$ cat src/nalu_pkg.sv
// Package with opcodes, register addresses and constants of the nibble ALU.
`default_nettype none
package nalu_pkg;

  localparam int unsigned NIB_W = 4;
  localparam int unsigned SYS_ADDR_W = 7;

  // Program status word system register addresses.
  localparam logic [6:0] PSW_LOW_ADDR  = 7'h7E;
  localparam logic [6:0] PSW_HIGH_ADDR = 7'h7F;

  // Field positions inside the two status nibbles.
  localparam int unsigned PSW_LO_INDEX_BIT   = 0;
  localparam int unsigned PSW_LO_DECIMAL_BIT = 1;
  localparam int unsigned PSW_HI_ZERO_BIT    = 0;
  localparam int unsigned PSW_HI_CARRY_BIT   = 1;
  localparam int unsigned PSW_HI_COMPARE_BIT = 2;

  localparam logic [3:0] NIB_ZERO   = 4'h0;
  localparam logic [3:0] NIB_TEN    = 4'hA;
  localparam logic [3:0] NIB_SIX    = 4'h6;
  localparam logic [4:0] SUM_TWENTY = 5'h14;
  localparam logic [3:0] BCD_ADJ    = 4'h6;
  localparam logic [4:0] SUM_TWENTY_EIGHT = 5'h1C;
  localparam logic [3:0] NIB_TWO          = 4'h2;

  typedef enum logic [4:0] {
    NALU_OP_ADD,
    NALU_OP_ADD_WITH_CARRY,
    NALU_OP_SUB,
    NALU_OP_SUBTRACT_WITH_BORROW,
    NALU_OP_AND,
    NALU_OP_OR,
    NALU_OP_XOR,
    NALU_OP_SKIP_IF_BITS_SET,
    NALU_OP_SKIP_IF_BITS_CLEAR,
    NALU_OP_SKIP_IF_EQUAL,
    NALU_OP_SKIP_IF_UNEQUAL,
    NALU_OP_SKIP_IF_NO_BORROW,
    NALU_OP_SKIP_IF_BORROW,
    NALU_OP_ROTATE_RIGHT_THROUGH_CARRY,
    NALU_OP_NONE
  } nalu_op_e;

endpackage : nalu_pkg
`default_nettype wire

$ cat src/nalu_decimal_fix.sv
// Decimal correction of a 4-bit sum or difference.
`timescale 1ns/1ns
`default_nettype none
module nalu_decimal_fix (
  input  wire logic [4:0] raw_in,
  input  wire logic       subtract_in,
  output logic      [3:0] fixed_out,
  output logic            carry_out
);
  import nalu_pkg::*;

  logic [3:0] low_nib;
  logic       raw_carry;
  logic       add_adjust;
  logic [3:0] table_value;
  logic [3:0] add_value;
  logic [3:0] sub_value;

  assign low_nib   = raw_in[3:0];
  assign raw_carry = raw_in[4];

  // Ten and more, or a carry or borrow, leave the digit range.
  assign add_adjust  = raw_carry || (low_nib >= NIB_TEN);
  // Out-of-range codes keep bit zero, invert bit one and force 11xx.
  assign table_value = {2'b11, ~low_nib[1], low_nib[0]};
  // Sums of twenty-eight and more fall back by two instead.
  assign add_value   = (raw_in >= SUM_TWENTY_EIGHT) ? low_nib - NIB_TWO
                     : (raw_in >= SUM_TWENTY) ? table_value
                     : low_nib + BCD_ADJ;
  // Borrows down to minus ten wrap by six; anything else takes the table.
  assign sub_value   = (raw_carry && low_nib >= NIB_SIX) ? low_nib - BCD_ADJ
                     : table_value;

  assign fixed_out = !add_adjust ? low_nib
                   : subtract_in ? sub_value
                   : add_value;
  // A difference of ten to fifteen is no digit either and reports a borrow.
  assign carry_out = add_adjust;
endmodule : nalu_decimal_fix
`default_nettype wire

$ cat src/nalu_core.sv
// Nibble ALU with temporary registers and status flip-flops.
`timescale 1ns/1ns
`default_nettype none
module nalu_core (
  input  wire logic              clk_in,
  input  wire logic              sys_rst_in,
  input  wire logic              start_in,
  input  wire nalu_pkg::nalu_op_e op_in,
  input  wire logic        [3:0] first_operand_in,
  input  wire logic        [3:0] second_operand_in,
  input  wire logic              next_is_instr_in,
  input  wire logic              sys_write_in,
  input  wire logic        [6:0] sys_addr_in,
  input  wire logic        [3:0] sys_wdata_in,
  input  wire logic        [6:0] sys_raddr_in,
  output logic             [3:0] sys_rdata_out,
  output logic             [3:0] result_out,
  output logic                   result_valid_out,
  output logic                   write_back_out,
  output logic                   skip_out,
  output logic                   squash_out,
  output logic                   index_modify_out,
  output logic                   zero_flag_out,
  output logic                   carry_flag_out,
  output logic                   compare_mode_flag_out,
  output logic                   decimal_mode_flag_out
);
  import nalu_pkg::*;

  // ----------------------------------------------------------------
  // State
  // ----------------------------------------------------------------
  logic [3:0] temp_a;
  logic [3:0] temp_b;
  nalu_op_e   held_op;
  logic       compute;
  logic       zero_flag;
  logic       carry_flag;
  logic       compare_mode_flag;
  logic       decimal_mode_flag;
  logic       index_enable_flag;
  logic       skip_pending;

  // ----------------------------------------------------------------
  // Decode
  // ----------------------------------------------------------------
  wire is_add   = held_op == NALU_OP_ADD ||
                  held_op == NALU_OP_ADD_WITH_CARRY;
  wire is_sub   = held_op == NALU_OP_SUB ||
                  held_op == NALU_OP_SUBTRACT_WITH_BORROW;
  wire is_arith = is_add || is_sub;
  wire is_logic = held_op == NALU_OP_AND || held_op == NALU_OP_OR ||
                  held_op == NALU_OP_XOR;
  wire is_btest = held_op == NALU_OP_SKIP_IF_BITS_SET ||
                  held_op == NALU_OP_SKIP_IF_BITS_CLEAR;
  wire is_cmp   = held_op == NALU_OP_SKIP_IF_EQUAL ||
                  held_op == NALU_OP_SKIP_IF_UNEQUAL ||
                  held_op == NALU_OP_SKIP_IF_NO_BORROW ||
                  held_op == NALU_OP_SKIP_IF_BORROW;
  wire is_rot   = held_op == NALU_OP_ROTATE_RIGHT_THROUGH_CARRY;

  // ----------------------------------------------------------------
  // Arithmetic
  // ----------------------------------------------------------------
  // carry as extra term
  wire       use_carry = (held_op == NALU_OP_ADD_WITH_CARRY ||
                          held_op == NALU_OP_SUBTRACT_WITH_BORROW) &&
                         carry_flag;
  wire [4:0] bin_sum  = {1'b0, temp_a} + {1'b0, temp_b} +
                        {4'h0, use_carry};
  wire [4:0] bin_diff = {1'b0, temp_a} - {1'b0, temp_b} -
                        {4'h0, use_carry};
  wire [4:0] bin_raw  = is_sub ? bin_diff : bin_sum;
  wire [4:0] cmp_diff = {1'b0, temp_a} - {1'b0, temp_b};

  wire [3:0] dec_value;
  wire       dec_carry;

  // The correction always runs; the decimal flag only picks its output.
  // decimal correction path
  nalu_decimal_fix nalu_decimal_fix_inst (
    .raw_in      (bin_raw),
    .subtract_in (is_sub),
    .fixed_out   (dec_value),
    .carry_out   (dec_carry)
  );

  wire [3:0] arith_value = decimal_mode_flag ? dec_value : bin_raw[3:0];
  wire       arith_carry = decimal_mode_flag ? dec_carry : bin_raw[4];
  wire       arith_zero  = arith_value == NIB_ZERO;

  // ----------------------------------------------------------------
  // Logical, test, compare and rotate
  // ----------------------------------------------------------------
  wire [3:0] logic_value;
  wire [3:0] bit_hit;
  wire [3:0] bit_miss;

  // One slice per bit keeps the bitwise result and both mask tests together.
  for (genvar idx = 0; idx < NIB_W; idx = idx + 1) begin : g_bit
    assign logic_value[idx] =
        held_op == NALU_OP_AND ? (temp_a[idx] & temp_b[idx])
      : held_op == NALU_OP_OR  ? (temp_a[idx] | temp_b[idx])
      : (temp_a[idx] ^ temp_b[idx]);
    assign bit_hit[idx]  = !temp_b[idx] || temp_a[idx];
    assign bit_miss[idx] = !temp_b[idx] || !temp_a[idx];
  end

  wire [3:0] rot_value = {carry_flag, temp_a[3:1]};

  wire bits_set   = &bit_hit;
  wire bits_clear = &bit_miss;

  // ----------------------------------------------------------------
  // Skip decision
  // ----------------------------------------------------------------
  logic take_skip;
  always_comb begin
    case (held_op)
      NALU_OP_SKIP_IF_BITS_SET:   take_skip = bits_set;
      NALU_OP_SKIP_IF_BITS_CLEAR: take_skip = bits_clear;
      NALU_OP_SKIP_IF_EQUAL:      take_skip = cmp_diff[3:0] == NIB_ZERO;
      NALU_OP_SKIP_IF_UNEQUAL:    take_skip = cmp_diff[3:0] != NIB_ZERO;
      NALU_OP_SKIP_IF_NO_BORROW:  take_skip = !cmp_diff[4];
      NALU_OP_SKIP_IF_BORROW:     take_skip = cmp_diff[4];
      default:                    take_skip = 1'b0;
    endcase
  end

  // arithmetic store gated by compare mode
  wire do_write = is_arith ? !compare_mode_flag : (is_logic || is_rot);
  wire [3:0] value = is_arith ? arith_value
                   : is_rot   ? rot_value
                   : is_logic ? logic_value
                   : NIB_ZERO;

  // ----------------------------------------------------------------
  // Flag next values
  // ----------------------------------------------------------------
  // zero flag with compare mode clear
  // chained zero with compare mode set
  wire next_zero_alu = !is_arith ? zero_flag
                     : compare_mode_flag ? (zero_flag && arith_zero)
                     : arith_zero;
  // carry only by arithmetic and rotate
  wire next_carry_alu = is_arith ? arith_carry
                      : is_rot   ? temp_a[0]
                      : carry_flag;
  wire next_cmp_alu = is_btest ? 1'b0 : compare_mode_flag;

  // ----------------------------------------------------------------
  // Status word access
  // ----------------------------------------------------------------
  wire psw_hi_wr = sys_write_in && sys_addr_in == PSW_HIGH_ADDR;
  wire psw_lo_wr = sys_write_in && sys_addr_in == PSW_LOW_ADDR;

  // Software writes win over a same-cycle compute, so a forced flag sticks.
  // status word write overrides the ALU update
  wire next_zero  = psw_hi_wr ? sys_wdata_in[PSW_HI_ZERO_BIT]
                  : compute ? next_zero_alu : zero_flag;
  wire next_carry = psw_hi_wr ? sys_wdata_in[PSW_HI_CARRY_BIT]
                  : compute ? next_carry_alu : carry_flag;
  wire next_cmp   = psw_hi_wr ? sys_wdata_in[PSW_HI_COMPARE_BIT]
                  : compute ? next_cmp_alu : compare_mode_flag;
  wire next_dec   = psw_lo_wr ? sys_wdata_in[PSW_LO_DECIMAL_BIT]
                  : decimal_mode_flag;
  wire next_ixe   = psw_lo_wr ? sys_wdata_in[PSW_LO_INDEX_BIT]
                  : index_enable_flag;

  wire [3:0] psw_hi_view = {1'b0, compare_mode_flag, carry_flag, zero_flag};
  wire [3:0] psw_lo_view = {2'b00, decimal_mode_flag, index_enable_flag};
  wire [3:0] next_rdata  = sys_raddr_in == PSW_HIGH_ADDR ? psw_hi_view
                         : sys_raddr_in == PSW_LOW_ADDR  ? psw_lo_view
                         : NIB_ZERO;

  // skip consumed by the following instruction
  wire next_skip_pending = compute && (is_btest || is_cmp) ? take_skip
                         : next_is_instr_in ? 1'b0 : skip_pending;

  // ----------------------------------------------------------------
  // Temporary registers
  // ----------------------------------------------------------------
  // operands latched before compute
  always_ff @(posedge clk_in) begin
    if (sys_rst_in) begin
      temp_a  <= NIB_ZERO;
      temp_b  <= NIB_ZERO;
      held_op <= NALU_OP_NONE;
    end else if (start_in) begin
      temp_a  <= first_operand_in;
      temp_b  <= second_operand_in;
      held_op <= op_in;
    end
  end

  // A start on the compute edge reloads the operands, yet that edge still
  // registers the old result, so starts may follow back to back.
  always_ff @(posedge clk_in) begin
    if (sys_rst_in) begin
      compute <= 1'b0;
    end else begin
      compute <= start_in;
    end
  end

  // ----------------------------------------------------------------
  // Status flip-flops
  // ----------------------------------------------------------------
  always_ff @(posedge clk_in) begin
    if (sys_rst_in) begin
      zero_flag         <= 1'b0;
      carry_flag        <= 1'b0;
      compare_mode_flag <= 1'b0;
    end else begin
      zero_flag         <= next_zero;
      carry_flag        <= next_carry;
      compare_mode_flag <= next_cmp;
    end
  end

  always_ff @(posedge clk_in) begin
    if (sys_rst_in) begin
      decimal_mode_flag <= 1'b0;
      index_enable_flag <= 1'b0;
    end else begin
      decimal_mode_flag <= next_dec;
      index_enable_flag <= next_ixe;
    end
  end

  // A skip stays armed until the sequencer issues the next instruction.
  always_ff @(posedge clk_in) begin
    if (sys_rst_in) begin
      skip_pending <= 1'b0;
    end else begin
      skip_pending <= next_skip_pending;
    end
  end

  // ----------------------------------------------------------------
  // Outputs
  // ----------------------------------------------------------------
  // Every output is registered so the sequencer sees a clean cycle.
  // qualifiers aligned with result
  always_ff @(posedge clk_in) begin
    if (sys_rst_in) begin
      result_out       <= NIB_ZERO;
      result_valid_out <= 1'b0;
      write_back_out   <= 1'b0;
      skip_out         <= 1'b0;
    end else begin
      result_out       <= compute ? value : result_out;
      result_valid_out <= compute;
      write_back_out   <= compute && do_write;
      skip_out         <= compute && take_skip;
    end
  end

  always_ff @(posedge clk_in) begin
    if (sys_rst_in) begin
      squash_out <= 1'b0;
    end else begin
      squash_out <= next_is_instr_in && skip_pending;
    end
  end

  always_ff @(posedge clk_in) begin
    if (sys_rst_in) begin
      index_modify_out <= 1'b0;
    end else begin
      index_modify_out <= start_in && next_ixe && op_in != NALU_OP_NONE;
    end
  end

  // Read data is registered, so it appears one cycle after the address.
  always_ff @(posedge clk_in) begin
    if (sys_rst_in) begin
      sys_rdata_out <= NIB_ZERO;
    end else begin
      sys_rdata_out <= next_rdata;
    end
  end

  // Flag outputs carry the value being loaded, so they never lag the flags.
  always_ff @(posedge clk_in) begin
    if (sys_rst_in) begin
      zero_flag_out         <= 1'b0;
      carry_flag_out        <= 1'b0;
      compare_mode_flag_out <= 1'b0;
      decimal_mode_flag_out <= 1'b0;
    end else begin
      zero_flag_out         <= next_zero;
      carry_flag_out        <= next_carry;
      compare_mode_flag_out <= next_cmp;
      decimal_mode_flag_out <= next_dec;
    end
  end
endmodule : nalu_core
`default_nettype wire

$ cat config.mk
export PLATFORM = sky130hd
export DESIGN_NAME = nalu_core
export DESIGN_NICKNAME = d
export VERILOG_FILES = /design/src/nalu_pkg.sv /design/src/nalu_decimal_fix.sv /design/src/nalu_core.sv
export SDC_FILE = /design/constraint.sdc
export NUM_CORES = 1
export LEC_CHECK = 0
export ABC_AREA = 0
export BUFFER_PORTS_ARGS = -buffer_cell sky130_fd_sc_hd__buf_2
export CAP_MARGIN = 20
export CORE_MARGIN = 2
export CORE_UTILIZATION = 35
export CTS_BUF_LIST = sky130_fd_sc_hd__clkbuf_4 sky130_fd_sc_hd__clkbuf_8 sky130_fd_sc_hd__clkbuf_16
export DETAILED_ROUTE_END_ITERATION = 16
export GPL_ROUTABILITY_DRIVEN = 0
export GPL_TIMING_DRIVEN = 0
export HOLD_SLACK_MARGIN = 0.08
export PLACE_DENSITY = 0.63
export SYNTH_ARGS = -nofsm -noshare
export SYNTH_HDL_FRONTEND = slang
export SYNTH_SLANG_ARGS = --single-unit
$ cat constraint.sdc
create_clock -name clk_in -period 9.3 [get_ports clk_in]
set_input_delay 0.465 -clock clk_in [delete_from_list [all_inputs] [get_ports clk_in]]
set_output_delay 0.465 -clock clk_in [all_outputs]
set_load 0.05 [all_outputs]
==> results by group <==
Outcome
  • Outcome: finished clean

Global route
  • Total gr overflow: 0
  • Number of global-route vias before repair: 2,172
  • Pin count of the biggest net entering global routing: 11
  • First-pass GRT wire length: 10,330 um
  • GRT Total Usage: 16.84%
  • Initial antenna violation count: 0

Critical path
  • Startpoint types: flop
  • Critical path startpoint: held_op[4]
  • WP data arrival: 3.97 ns
  • CP max FO: 9
  • Crit Path Class: flop to flop
  • Worst EP required: 9.45 ns
  • Worst reg2reg startpoint: held_op[4]
  • Critical Path Sink Type: flop

Clock tree
  • Root Buffer Master: clkbuf_8
  • CTS tree: yes
  • Clk sink count: 32
  • Number of gates resized after cts: 0
  • H-tree levels: 2
  • Worst-skew pair later-pin latency: 0.28 ns
  • Hold buffers post-CTS: 0
  • Post CTS Setup Buffer Count: 0
  • Clk pin slew, worst setup/hold paths: 0.07 ns
  • Longest Clk Path Bufs: 2
  • Total CTS buffers: 5

Synth
  • Flops & latches, synth: 32
  • Post-synth EDFFs: 0
  • Seq/Total Area, Yosys: 26.12%
  • Post-synth top flop: dfxtp_1
  • Syn_nets: 351
  • Syn_area_per_cell: 8.398 um^2
  • Synth cell types: 69
  • Share of the synthesized area in the top cell type: 26.12%
  • Most frequent cell after synthesis: nor2_1
  • Mapped cell area: 2452 um^2
  • Area leader, netlist: dfxtp_1
  • Ys Warns: 0
  • Synth top area cells: dfxtp_1 26%, ha_1 10%, mux2i_1 8.6%
  • Ys async rst share: 0%
  • Mapped Cells: 292
  • Most frequent cells after synthesis: 33 x nor2_1, 32 x dfxtp_1, 21 x mux2i_1

Floorplanning
  • # IOs: 53
  • Die ar.: 7692 um^2
  • Die W: 87.71 um
  • Site Rows: 30
  • Die height: 87.71 um
  • Std-Cell Core Area: 6794 um^2
  • Initial Util: 36.10%

STA
  • Final WS setup: 5.480 ns
  • Fmax: 261.8 MHz
  • Worst slew pin tran: 0.8702 ns
  • Period minus WS final: 3.820 ns
  • Worst clock skew: 0.005443 ns
  • Setup-failing EPs final: 0
  • RSZ-0062 raised after global routing: false
  • Slew Limit Fails: 0
  • Relative slew slack: 41.25%
  • TNS Setup: 0 ns
  • Tcrit/Tclk final: 41.08%
  • Final hold viol count: 0

Detailed routing
  • DR vias: 2,311
  • Number of detailed-route iterations in the first pass: 4
  • Routed vias/inst: 5.193
  • Post-route ant nets: 0
  • DR iter-0 viols: 108
  • DRC: 0
  • Routed Wire Length: 6183 um
  • WL per Instance: 13.89 um

Pwr
  • Int Pwr: 243.9 uW
  • Sw frac: 33.32%
  • Max IR drop VDD: 0.09960 mV
  • Leak: 0.001242 uW
  • Sw Pwr: 121.9 uW
  • P per Cell Area: 125.7 nW/um^2
  • Sequential fraction of design power: 40.7%
  • Combinational share of power: 28.9%
  • Clock share of power: 30.4%
  • Power Total: 365.8 uW

Placement
  • Placed inst area: 2818 um^2
  • Placed wire-length estimate: 4941 um
  • Dpl ws: 5.487 ns
  • PortBufs: 49

Worst hold path
  • Min-delay src: next_is_instr_in
  • Worst hold path class: primary input to flop

Cells and area
  • Final #Nets: 407
  • Area Growth Syn to Fin: 18.67%
  • Layout cells sized above 1: 21.78%
  • Fillers: 713
  • Diode count: 0
  • Post-route cell area: 2910 um^2

Run
  • Max-cap violations: 0
==> cells by family after synthesis <==
group,share of synthesized area (%)
AO/OA/AOI/OAI,21.68
AND/OR/NAND/NOR,22.75
other,0.1529
XOR/XNOR,1.735
buffers and inverters,5.867
flip-flops,26.12
adder cells (fa/ha/maj),12.65
multiplexers,9.031
==> sequential cells by signal, summed over array words and instances (netlist names), 3 cells and up <==
signal / flops
held_op: 5
result_out: 4
sys_rdata_out: 3
temp_a: 4
temp_b: 4
==> worst paths after layout <==
check | endpoint | slack, ns | cells after the start
min | squash_out | 0.40 | 3
min reg2reg | squash_out | 0.43 | 2
max reg2reg | result_out[3] | 5.48 | 13
max | result_out[3] | 5.48 | 13
==> worst max-delay path, cell delays in order, from the launching register on <==
cell	delay (ns)
dfxtp_1	0.31
buf_6	0.14
nor3_4	0.39
nand3_1	0.18
fa_1	0.45
fa_1	0.40
mux2i_1	0.23
xor2_2	0.31
clkinv_2	0.17
ha_1	0.25
mux2i_1	0.12
o22a_1	0.22
o31ai_1	0.37
a31oi_1	0.13
==> cell usage in the layout, fill, tap and decap left out, types with 5 or more instances in the layout <==
cell type  Yosys  layout
nand2b_1       5       5
a21oi_1       15      15
mux2i_1       21      21
o22ai_1        5       5
nand2_1       20      20
nor2b_1        8       8
o21ai_0        9       9
ha_1          20      20
nor2_1        33      33
clkbuf_8       0       6
buf_2          3      52
dfxtp_1       32      32
nor3_1         5       5
nand3_1        5       5
clkbuf_1       6       6
inv_1         15      15
==> stage by stage <==
step	cells	utilization (%)	hold WS, ns
3_5_place_dp	437	41.47	0.4191
3_3_place_gp	437	41.47	0.4131
6_report	445	42.84	0.4026
5_1_grt	445	42.84	0.4043
4_1_cts	445	42.84	0.4010
2_1_floorplan	292	-	0.4052
==> per-layer routing <==
layer,track usage (%),vias up,routed length (um)
met5,0,-,0
met2,27.00,49,2807
li1,-,1167,-
met1,23.63,1088,3103
met4,2.517,0,39
met3,3.864,7,231
==> power by group through the flow <==
stage / clock, uW / sequential [uW] / combinational [uW]
finish: 111 / 149 / 106
CTS: 113 / 149 / 105
global placement: 0 / 152 / 103
global route: 119 / 150 / 117
detailed placement: 0 / 152 / 105
floorplan: 0 / 155 / 73.5
==> final cells by class <==
| cell class | count | area (um^2) | share of cell area [%] |
|---|---|---|---|
| Buffer | 16 | 82.58 | 2.837 |
| Timing Repair Buffer | 49 | 245.2 | 8.426 |
| Clock buffer | 6 | 82.58 | 2.837 |
| Sequential cell | 32 | 640.6 | 22.01 |
| Multi-Input combinational cell | 228 | 1668 | 57.31 |
| Clock inverter | 2 | 10.01 | 0.3439 |
| Inverter | 16 | 61.31 | 2.107 |
| Tap cell | 96 | 120.1 | 4.127 |
(Power assumes the default switching activity.)
